--- src/common/mpp_pkg.sv ---
/*
 Package for the pin port mux: register offsets, field positions,
 reset values and widths. Assumes an APB slave with 32-bit data.
*/
`default_nettype none
package mpp_pkg;
    localparam logic [7:0] MPP_OFS_DPORT = 8'h00;
    localparam logic [7:0] MPP_OFS_P0 = 8'h04;
    localparam logic [7:0] MPP_OFS_P1 = 8'h08;
    localparam logic [7:0] MPP_OFS_P2 = 8'h0C;
    localparam logic [7:0] MPP_OFS_P3 = 8'h10;
    localparam logic [7:0] MPP_OFS_PULLUP = 8'h14;
    localparam logic [7:0] MPP_OFS_KEYON = 8'h18;
    localparam logic [7:0] MPP_OFS_FUNC = 8'h1C;
    localparam logic [7:0] MPP_OFS_IRQCTL = 8'h20;
    localparam logic [7:0] MPP_OFS_SKIP = 8'h24;
    localparam logic [7:0] MPP_OFS_STATUS = 8'h28;
    localparam logic [7:0] MPP_OFS_MASK = 8'h2C;
    // Pin vector widths
    localparam int MPP_D_W = 6;
    localparam int MPP_WIDE_W = 4;
    localparam int MPP_NARROW_W = 2;
    // Pull-up / key-on layout: [3:0] p0, [7:4] p1, [9:8] p2, [11:10] d2,d3
    localparam int MPP_KEY_W = 12;
    // Function select fields
    localparam int MPP_FN_TMR_OUT = 0;
    localparam int MPP_FN_TMR_SEL = 1;
    localparam int MPP_FN_ANALOG = 2;
    // Interrupt control: pin input enable bit
    localparam int MPP_IRQ_PIN_EN = 3;
    // Status bits
    localparam int MPP_ST_EXTIRQ = 0;
    localparam int MPP_ST_WAKE = 1;
    localparam int MPP_ST_W = 2;
    // Reset values: latches released (input ready)
    localparam logic [5:0] MPP_RST_D = 6'h3F;
    localparam logic [3:0] MPP_RST_WIDE = 4'hF;
    localparam logic [1:0] MPP_RST_NARROW = 2'h3;
endpackage : mpp_pkg
`default_nettype wire

--- src/verilog/mpp_pin_port.sv ---
/*
 Pin port mux with APB register access, open-drain pins, pull-up and
 key-on wakeup enables, shared timer/irq/analog pins and reset pin.
 Assumes pin inputs are already synchronous to ref_clk.
*/
`timescale 1ns/100ps
`default_nettype none
module mpp_pin_port
    import mpp_pkg::*;
(
    input wire logic ref_clk,
    input wire logic rst,
    input wire logic psel,
    input wire logic penable,
    input wire logic pwrite,
    input wire logic [7:0] paddr,
    input wire logic [31:0] pwdata,
    output logic [31:0] prdata,
    output logic pready,
    output logic pslverr,
    input wire logic [5:0] six_bit_port_in,
    output logic [5:0] six_bit_port_out,
    output logic [5:0] six_bit_port_oe_n,
    input wire logic [3:0] wide_port_zero_in,
    output logic [3:0] wide_port_zero_out,
    output logic [3:0] wide_port_zero_oe_n,
    input wire logic [3:0] wide_port_one_in,
    output logic [3:0] wide_port_one_out,
    output logic [3:0] wide_port_one_oe_n,
    input wire logic [1:0] narrow_port_two_in,
    output logic [1:0] narrow_port_two_out,
    output logic [1:0] narrow_port_two_oe_n,
    input wire logic [1:0] narrow_port_three_in,
    output logic [1:0] narrow_port_three_out,
    output logic [1:0] narrow_port_three_oe_n,
    output logic [11:0] pullup_en,
    output logic [3:0] analog_select,
    input wire logic timer1_underflow,
    input wire logic timer2_underflow,
    output logic timer2_event_clk,
    output logic external_irq_req,
    input wire logic ram_backup,
    output logic wakeup_req,
    input wire logic wdt_reset,
    input wire logic por_reset,
    input wire logic vdrop_reset,
    output logic reset_pin_out,
    output logic reset_pin_oe_n,
    output logic irq
);
    // ************************************************
    // Registers
    // ************************************************
    logic [5:0] d_latch_reg;
    logic [3:0] p0_latch_reg;
    logic [3:0] p1_latch_reg;
    logic [1:0] p2_latch_reg;
    logic [1:0] p3_latch_reg;
    logic [11:0] pullup_reg;
    logic [11:0] keyon_reg;
    logic [2:0] func_reg;
    logic [3:0] irqctl_reg;
    logic [2:0] skip_sel_reg;
    logic [1:0] status_reg;
    logic [1:0] mask_reg;
    logic tmr_div_reg;
    logic irq_pin_dly_reg;
    logic [11:0] key_lvl;
    logic [11:0] key_dly_reg;
    logic wr_en;
    logic rd_en;
    logic addr_ok;
    logic skip_bit;
    logic tmr_src;
    logic [1:0] st_set;

    // Write only once per transfer, so a w1c never clears twice
    assign wr_en = psel && penable && pwrite && !pready;
    assign rd_en = psel && penable && !pwrite;
    assign addr_ok = (paddr <= MPP_OFS_MASK) && (paddr[1:0] == 2'h0);
    // Skip test level; indexes six and seven read zero
    assign skip_bit = (skip_sel_reg < 3'h6) && six_bit_port_in[skip_sel_reg];
    assign tmr_src = func_reg[MPP_FN_TMR_SEL] ? timer2_underflow
                                              : timer1_underflow;
    // Six-bit bits two/three double as alias pins
    assign key_lvl = {six_bit_port_in[3:2], narrow_port_two_in,
                      wide_port_one_in, wide_port_zero_in};

    // ************************************************
    // Port latches
    // ************************************************
    always_ff @(posedge ref_clk) begin
        if (rst) begin
            d_latch_reg <= MPP_RST_D;
            p0_latch_reg <= MPP_RST_WIDE;
            p1_latch_reg <= MPP_RST_WIDE;
            p2_latch_reg <= MPP_RST_NARROW;
            p3_latch_reg <= MPP_RST_NARROW;
        end else if (wr_en) begin
            case (paddr)
                MPP_OFS_DPORT: d_latch_reg <= pwdata[5:0];
                MPP_OFS_P0: p0_latch_reg <= pwdata[3:0];
                MPP_OFS_P1: p1_latch_reg <= pwdata[3:0];
                MPP_OFS_P2: p2_latch_reg <= pwdata[1:0];
                MPP_OFS_P3: p3_latch_reg <= pwdata[1:0];
                default: ;
            endcase
        end
    end

    // ************************************************
    // Control registers
    // ************************************************
    always_ff @(posedge ref_clk) begin
        if (rst) begin
            pullup_reg <= 12'h000;
            keyon_reg <= 12'h000;
            func_reg <= 3'h0;
            irqctl_reg <= 4'h0;
            skip_sel_reg <= 3'h0;
            mask_reg <= 2'h0;
        end else if (wr_en) begin
            case (paddr)
                MPP_OFS_PULLUP: pullup_reg <= pwdata[11:0];
                MPP_OFS_KEYON: keyon_reg <= pwdata[11:0];
                MPP_OFS_FUNC: func_reg <= pwdata[2:0];
                MPP_OFS_IRQCTL: irqctl_reg <= pwdata[3:0];
                MPP_OFS_SKIP: skip_sel_reg <= pwdata[2:0];
                MPP_OFS_MASK: mask_reg <= pwdata[1:0];
                default: ;
            endcase
        end
    end

    // ************************************************
    // Pin drivers
    // ************************************************
    // Pins: out is always low, oe_n low only while pulling down
    always_ff @(posedge ref_clk) begin
        if (rst) begin
            six_bit_port_out <= 6'h00;
            six_bit_port_oe_n <= 6'h3F;
            wide_port_zero_out <= 4'h0;
            wide_port_zero_oe_n <= 4'hF;
            wide_port_one_out <= 4'h0;
            wide_port_one_oe_n <= 4'hF;
            narrow_port_two_out <= 2'h0;
            narrow_port_two_oe_n <= 2'h3;
            narrow_port_three_out <= 2'h0;
            narrow_port_three_oe_n <= 2'h3;
            pullup_en <= 12'h000;
            analog_select <= 4'h0;
        end else begin
            six_bit_port_oe_n <= d_latch_reg;
            wide_port_zero_oe_n <= p0_latch_reg;
            // Wide one bit two carries the timer pin
            // Timer output overrides latch on bit two
            wide_port_one_oe_n <= {p1_latch_reg[3],
                func_reg[MPP_FN_TMR_OUT] ? tmr_div_reg : p1_latch_reg[2],
                p1_latch_reg[1:0]};
            // Analog select leaves port drive intact
            narrow_port_two_oe_n <= p2_latch_reg;
            narrow_port_three_oe_n <= p3_latch_reg;
            // Narrow three has no pull-up bits
            pullup_en <= pullup_reg;
            analog_select <= {4{func_reg[MPP_FN_ANALOG]}};
        end
    end

    // ************************************************
    // Timer pin and external irq
    // ************************************************
    always_ff @(posedge ref_clk) begin
        if (rst) begin
            tmr_div_reg <= 1'b0;
            timer2_event_clk <= 1'b0;
            external_irq_req <= 1'b0;
            irq_pin_dly_reg <= 1'b1;
        end else begin
            if (tmr_src) begin
                tmr_div_reg <= !tmr_div_reg;
            end
            timer2_event_clk <= wide_port_one_in[2];
            // Edge tracks raw pin: enabling raises no false request
            irq_pin_dly_reg <= wide_port_one_in[3];
            external_irq_req <= wide_port_one_in[3] &&
                irqctl_reg[MPP_IRQ_PIN_EN] && !irq_pin_dly_reg;
        end
    end

    // ************************************************
    // Key-on wakeup
    // ************************************************
    always_ff @(posedge ref_clk) begin
        if (rst) begin
            key_dly_reg <= 12'hFFF;
            wakeup_req <= 1'b0;
        end else begin
            key_dly_reg <= key_lvl;
            wakeup_req <= ram_backup &&
                          |(keyon_reg & key_dly_reg & ~key_lvl);
        end
    end

    // ************************************************
    // Reset pin
    // ************************************************
    always_ff @(posedge ref_clk) begin
        if (rst) begin
            reset_pin_out <= 1'b0;
            reset_pin_oe_n <= 1'b1;
        end else begin
            reset_pin_out <= 1'b0;
            reset_pin_oe_n <= !(wdt_reset || por_reset || vdrop_reset);
        end
    end

    // ************************************************
    // Interrupt status
    // ************************************************
    assign st_set = {wakeup_req, external_irq_req};
    always_ff @(posedge ref_clk) begin
        if (rst) begin
            status_reg <= 2'h0;
            irq <= 1'b0;
        end else begin
            // Set wins over write-one clear
            if (wr_en && paddr == MPP_OFS_STATUS) begin
                status_reg <= (status_reg & ~pwdata[1:0]) | st_set;
            end else begin
                status_reg <= status_reg | st_set;
            end
            irq <= |(status_reg & mask_reg);
        end
    end

    // ************************************************
    // APB read and answer
    // ************************************************
    // Answer lands one cycle after penable rises
    always_ff @(posedge ref_clk) begin
        if (rst) begin
            pready <= 1'b0;
            pslverr <= 1'b0;
            prdata <= 32'h00000000;
        end else begin
            pready <= psel && penable && !pready;
            pslverr <= psel && penable && !pready && !addr_ok;
            prdata <= 32'h00000000;
            if (rd_en && !pready) begin
                case (paddr)
                    MPP_OFS_DPORT: prdata <= {26'h0, six_bit_port_in};
                    MPP_OFS_P0: prdata <= {28'h0, wide_port_zero_in};
                    MPP_OFS_P1: prdata <= {28'h0, wide_port_one_in};
                    MPP_OFS_P2: prdata <= {30'h0, narrow_port_two_in};
                    MPP_OFS_P3: prdata <= {30'h0, narrow_port_three_in};
                    MPP_OFS_PULLUP: prdata <= {20'h0, pullup_reg};
                    MPP_OFS_KEYON: prdata <= {20'h0, keyon_reg};
                    MPP_OFS_FUNC: prdata <= {29'h0, func_reg};
                    MPP_OFS_IRQCTL: prdata <= {28'h0, irqctl_reg};
                    MPP_OFS_SKIP: prdata <= {31'h0, skip_bit};
                    MPP_OFS_STATUS: prdata <= {30'h0, status_reg};
                    MPP_OFS_MASK: prdata <= {30'h0, mask_reg};
                    default: prdata <= 32'h00000000;
                endcase
            end
        end
    end
endmodule : mpp_pin_port
`default_nettype wire
--- config.mk ---
export PLATFORM = sky130hd
export DESIGN_NAME = mpp_pin_port
export DESIGN_NICKNAME = d
export VERILOG_FILES = /design/src/common/mpp_pkg.sv /design/src/verilog/mpp_pin_port.sv
export SDC_FILE = /design/constraint.sdc
export NUM_CORES = 1
export LEC_CHECK = 0
export BUFFER_PORTS_ARGS = -buffer_cell sky130_fd_sc_hd__clkbuf_2
export CAP_MARGIN = 5
export CORE_MARGIN = 1.5
export CORE_UTILIZATION = 30
export CTS_CLUSTER_SIZE = 8
export DETAILED_ROUTE_END_ITERATION = 16
export SLEW_MARGIN = 40
export SYNTH_ARGS = -nofsm -noshare
export SYNTH_HDL_FRONTEND = slang
export SYNTH_SLANG_ARGS = --single-unit
--- constraint.sdc ---
create_clock -name ref_clk -period 2.65 [get_ports ref_clk]
set_clock_uncertainty 0.15 [all_clocks]
set_input_delay 0.265 -clock ref_clk [delete_from_list [all_inputs] [get_ports ref_clk]]
set_output_delay 0.265 -clock ref_clk [all_outputs]
set_load 0.01 [all_outputs]
# Word-level counts from Yosys, hierarchy flattened

Cells that the tools add are included.

Register bits: 140
Output and inout bits: 92
Logic and storage cells: 96

Mux-type cells: 6
$lt $le $gt $ge: 3
Reduce and logical (&&, ||, !) cells: 37
Bitwise logic cells: 9
Equal/unequal tests: 11

Operators with widths:

| operator                                                              | count |
|---|---|
| 12-bit one-hot mux with 12 select lines                               | 1 |
| 8-bit by 5-bit equality test with 1-bit output, second input constant | 4 |
| 8-bit by 6-bit equality test with 1-bit output, second input constant | 4 |
| 12-bit bitwise AND                                                    | 2 |
| 2-bit AND reduction                                                   | 11 |
| 8-bit by 4-bit equality test with 1-bit output, second input constant | 2 |
| 1-bit logical AND                                                     | 13 |
| 12-bit NOT                                                            | 1 |
| 12-bit OR reduction                                                   | 1 |
| 8-bit by 3-bit equality test with 1-bit output, second input constant | 1 |
| 8-bit by 6-bit <= comparator with 1-bit output, second input constant | 1 |
| 8-bit logical NOT                                                     | 1 |
| 1-bit logical NOT                                                     | 6 |
| 2-bit bitwise AND                                                     | 2 |
| 3-bit by 4-bit < comparator with 1-bit output, second input constant  | 1 |
| 2-bit OR                                                              | 2 |
| 2-bit OR reduction                                                    | 2 |
| 1-bit binary-select mux with 3-bit select                             | 1 |
| 3-bit < comparator, second input constant                             | 1 |
| 1-bit two-way mux                                                     | 3 |
| 2-bit logical NOT                                                     | 1 |
| 1-bit logical OR                                                      | 2 |
| 2-bit two-way mux                                                     | 1 |
| 2-bit NOT                                                             | 1 |
| 1-bit NOT                                                             | 1 |

# Depth between registers and ports, before layout

Word-level depth: 5
Mapped depth: 7
Mapped depth without buffers: 4

# Worst setup path before layout

OpenSTA, ideal clock, no wires.

Path type: register to register
Start point: reg pready
End point: reg keyon_reg[10]
Data required time: 2.368 ns
Slack: 0.855 ns
Period minus slack after synthesis: 1.795 ns
Path buffers: 3
Arrival: 1.513 ns
Setup time: 0.132 ns
Stages on the path, launching flop included: 8
Cell sequence: dfxtp_1 and4b_1 clkbuf_1 clkbuf_1 nand3_1 clkbuf_1 nand2_1 a21oi_1

Word-level cells in the longest chain between the ends: 3

RTL lines:

| what                                 | RTL line            | source |
|---|---|---|
| from (decl)                          | mpp_pin_port.sv:19  | `output logic pready,` |
| from (signal assigned)               | mpp_pin_port.sv:247 | `pready <= psel && penable && !pready;` |
| 1-bit logical NOT                    | mpp_pin_port.sv:78  | `assign wr_en = psel && penable && pwrite && !pready;` |
| 1-bit logical AND                    | mpp_pin_port.sv:78  |  |
| 2-bit AND reduction (no source line) | -                   |  |
| to (signal assigned)                 | mpp_pin_port.sv:125 | `MPP_OFS_KEYON: keyon_reg <= pwdata[11:0];` |
| to (decl)                            | mpp_pin_port.sv:60  | `logic [11:0] keyon_reg;` |

Every way passes these cells.
A chain may end at the register's enable or synchronous reset.

# Worst setup path after layout

Start point: reg pready
End point: reg pullup_reg[4]

Word-level cells in the longest chain between the ends: 3

RTL lines:

| what                                 | RTL line            | source |
|---|---|---|
| 1-bit logical NOT                    | mpp_pin_port.sv:78  |  |
| 1-bit logical AND                    | mpp_pin_port.sv:78  |  |
| 2-bit AND reduction (no source line) | -                   |  |
| to (signal assigned)                 | mpp_pin_port.sv:124 | `MPP_OFS_PULLUP: pullup_reg <= pwdata[11:0];` |
| to (decl)                            | mpp_pin_port.sv:59  | `logic [11:0] pullup_reg;` |

Every way passes these cells.

==> results by group <==
Worst setup path
  – Worst Path Arrival: roughly 2.2 ns
  – RR Endpoint: pullup_reg[4]$_SDFFE_PP0P_
  – CP max stage cell: and4b_1
  – Crit path from: pready$_SDFF_PP0_
  – Crit path capture type: flip-flop
  – Setup CP Type: flip-flop to flip-flop
  – Slowest Stage Delay on Critical Path: 0.64 ns
  – Reg2reg start: pready$_SDFF_PP0_
  – Worst-path fanout max: 13
  – Cells on worst reg2reg path: 4
  – CP startpoint kind: flip-flop
  – CP Data Required Time: 2.76 ns
  – Cell Chain, Critical Path: and4b_1, nand3_1, nand2_1, a21oi_1
  – Reg2reg setup slack: 0.53 ns

Synthesis
  – Synth Flop Type: dfxtp_1
  – Commonest cells post-synth: dfxtp_1 (119), nand2_1 (73), buf_4 (42)
  – Post-synth top area share: 49.62%
  – Cell with the most instances after synthesis: dfxtp_1
  – Part of the Yosys area used for sequential elements: 49.62%
  – Mean Syn Cell Area: 9.395 um2
  – Yosys Warn Count: 0
  – Synthesized instance count: 511
  – Synth Register Bits: 119
  – Synth top area cells: dfxtp_1 (50%), buf_4 (6.6%), nand2_1 (5.7%)
  – Fraction of registers with async set/reset: 0%
  – Dominant cell type by area after synthesis: dfxtp_1
  – Cell Area, Synth: a little under 5000 um2
  – Distinct cell type count after synthesis: 48
  – EDFF count, synth: 0

Clocking
  – Root Driver: clkbuf_16
  – CTS tree: yes
  – Post_cts resized: 0
  – Hold-fix buffers, CTS: 23
  – H-tree depth: 4
  – Sink Count: between 100 and 150
  – CTS clock-pin slew for the worst setup and hold paths: 0.06 ns
  – Worst skew pair latency: slightly above 0.4 ns
  – Num CTS Buffers: 17
  – CTS max path bufs: 2
  – Post-CTS setup buffers: 0

Timing
  – Fmax: 472.4 MHz
  – Final Max Slew Viols: 0
  – Worst slew pin tran: roughly 0.66 ns
  – Final period utilization: 79.88%
  – RSZ-0062 raised after global routing: false
  – Setup TNS: 0 ns
  – Min Tclk post-route: 2.117 ns
  – Setup Viol. Count Final: 0
  – Hold Violations, Final: 0
  – Rel. slew slack: between 50 and 60%

Global route
  – Largest net degree at the start of global routing: 94
  – Vias in the first global route: 3648
  – First-pass GRT wire length: 19240 um
  – Grt total ovfl: 0
  – Antenna violations before repair: 0
  – Gr usage total: 15.25%

Power and ir drop
  – Static Leakage: 2.637 nW
  – VDD IR max: 358.8 uV
  – Pwr Density: 722.8 nW/um2

Detailed routing
  – Drt total wl: 12720 um
  – DRT antenna net count: 0
  – Drt via density: 4.628
  – Routed length per instance: around 15 um
  – DR vias: 3966
  – # DRC: 0
  – DRT Pass-1 Iters: 5
  – Drt initial violations: approximately 250

Placed design
  – Gpl congestion: 0.8738
  – Port Buffer Count: 101
  – Post-DP HPWL: 8961 um

Floorplan
  – Die height: about 130 um
  – Core ar.: 15770 um2
  – Die area: 16770 um2
  – Row count: 46
  – IO Count: 161
  – Die width: 129.5 um
  – Initial Utilization: 30.44%

Final layout
  – Layout cells sized above 1: 29.17%
  – Area grow syn2layout: 29.29%
  – Fin util: a little under 40%
  – Layout Nets: 697
  – # diodes: 0

Min path
  – Hold wc startpoint: vdrop_reset
  – Worst hold path type: input pin to flip-flop
  – WHS Path Cells: 3
  – Worst hold endpoint: reset_pin_oe_n$_SDFF_PP1_

Job
  – Max Cap Viol: 0

Outcome
  – Status: finished clean
-- power breakdown --
part / switching (mW) / internal (mW) / leakage (nW)
Clock: 0.841 / 1.60 / 0.296
Sequential: 0.00524 / 1.80 / 0.965
Combinational: 0.142 / 0.0888 / 1.38
-- per-stage QoR --
| step | setup slack, ns | instance area [um2] | cells | hold WS [ns] | power [mW] |
|---|---|---|---|---|---|
| global placement | 0.4231 | 5336 | 802 | 0.2800 | 2.044 |
| floorplan | 0.8549 | 4943 | 549 | 0.2056 | 2.001 |
| detailed placement | 0.4101 | 5336 | 802 | 0.2818 | 2.047 |
| global route | 0.4108 | 6207 | 857 | 0.04737 | 4.634 |
| finish | 0.5333 | 6207 | 857 | 0.03692 | 4.486 |
| CTS | 0.5326 | 6203 | 857 | 0.01960 | 4.530 |
-- cells by family after synthesis --
family / after synthesis / synth area share (%)
AO/OA/AOI/OAI: 74 / 10.01
XOR/XNOR: 1 / 0.1825
buffers and inverters: 77 / 9.539
flip-flops: 119 / 49.62
multiplexers: 31 / 6.854
other: 1 / 0.07811
AND/OR/NAND/NOR: 208 / 23.72
-- per-layer routing --
layer / routed length, um / up-vias / track usage [%]
li1: - / 1896 / -
met1: 5550 / 1880 / 18.39
met2: 5983 / 171 / 24.72
met3: 1018 / 19 / 5.326
met4: 171 / 0 / 6.471
met5: 0 / - / 0
-- cell type report --
cell class / instances / area (um2)
clock buffers: 18 / 439.2
flip-flops and latches: 119 / 2382
clock inverters: 14 / 197.7
multi-input cells: 353 / 2103
repair buffers: 131 / 792.0
fillers: 1593 / 9563
inverters: 6 / 22.52
well taps: 216 / 270.3
-- layout by cell type (no fill, tap or decap), types with 5 or more instances in the layout --
cell | Yosys | routed
dfxtp_1 | 119 | 119
clkbuf_2 | 0 | 101
nand2_1 | 73 | 73
conb_1 | 1 | 39
a21oi_1 | 31 | 31
or2_2 | 30 | 30
nor2_1 | 28 | 28
mux2i_1 | 25 | 25
dlygate4sd3_1 | 0 | 23
nor2b_1 | 18 | 18
clkbuf_16 | 0 | 17
nand3_1 | 16 | 16
nand3b_1 | 9 | 9
o211ai_1 | 9 | 9
a22oi_1 | 8 | 8
inv_1 | 6 | 6
o21ai_0 | 6 | 6
buf_4 | 42 | 6
mux2_2 | 5 | 5
a211o_1 | 5 | 5
clkinvlp_4 | 0 | 5
-- worst max-delay path, delay by kind of cell, from the launching register on --
kind	cells	cell delay [ns]
DFF	1	0.32
and+or+nand+nor	3	1.39
AOI/OAI and AO/OA	1	0.09
-- worst max path at each step --
| stage | slack, ns | cells after the start | to |
|---|---|---|---|
| floorplan | 0.85 | 7 | keyon_reg[10]$_SDFFE_PP0P_ |
| global placement | 0.42 | 5 | keyon_reg[1]$_SDFFE_PP0P_ |
| detailed placement | 0.41 | 5 | keyon_reg[1]$_SDFFE_PP0P_ |
| CTS | 0.53 | 4 | keyon_reg[7]$_SDFFE_PP0P_ |
| global route | 0.41 | 4 | pullup_reg[6]$_SDFFE_PP0P_ |
| finish | 0.53 | 4 | pullup_reg[4]$_SDFFE_PP0P_ |
No activity file was read; power rests on OpenSTA's default activity.
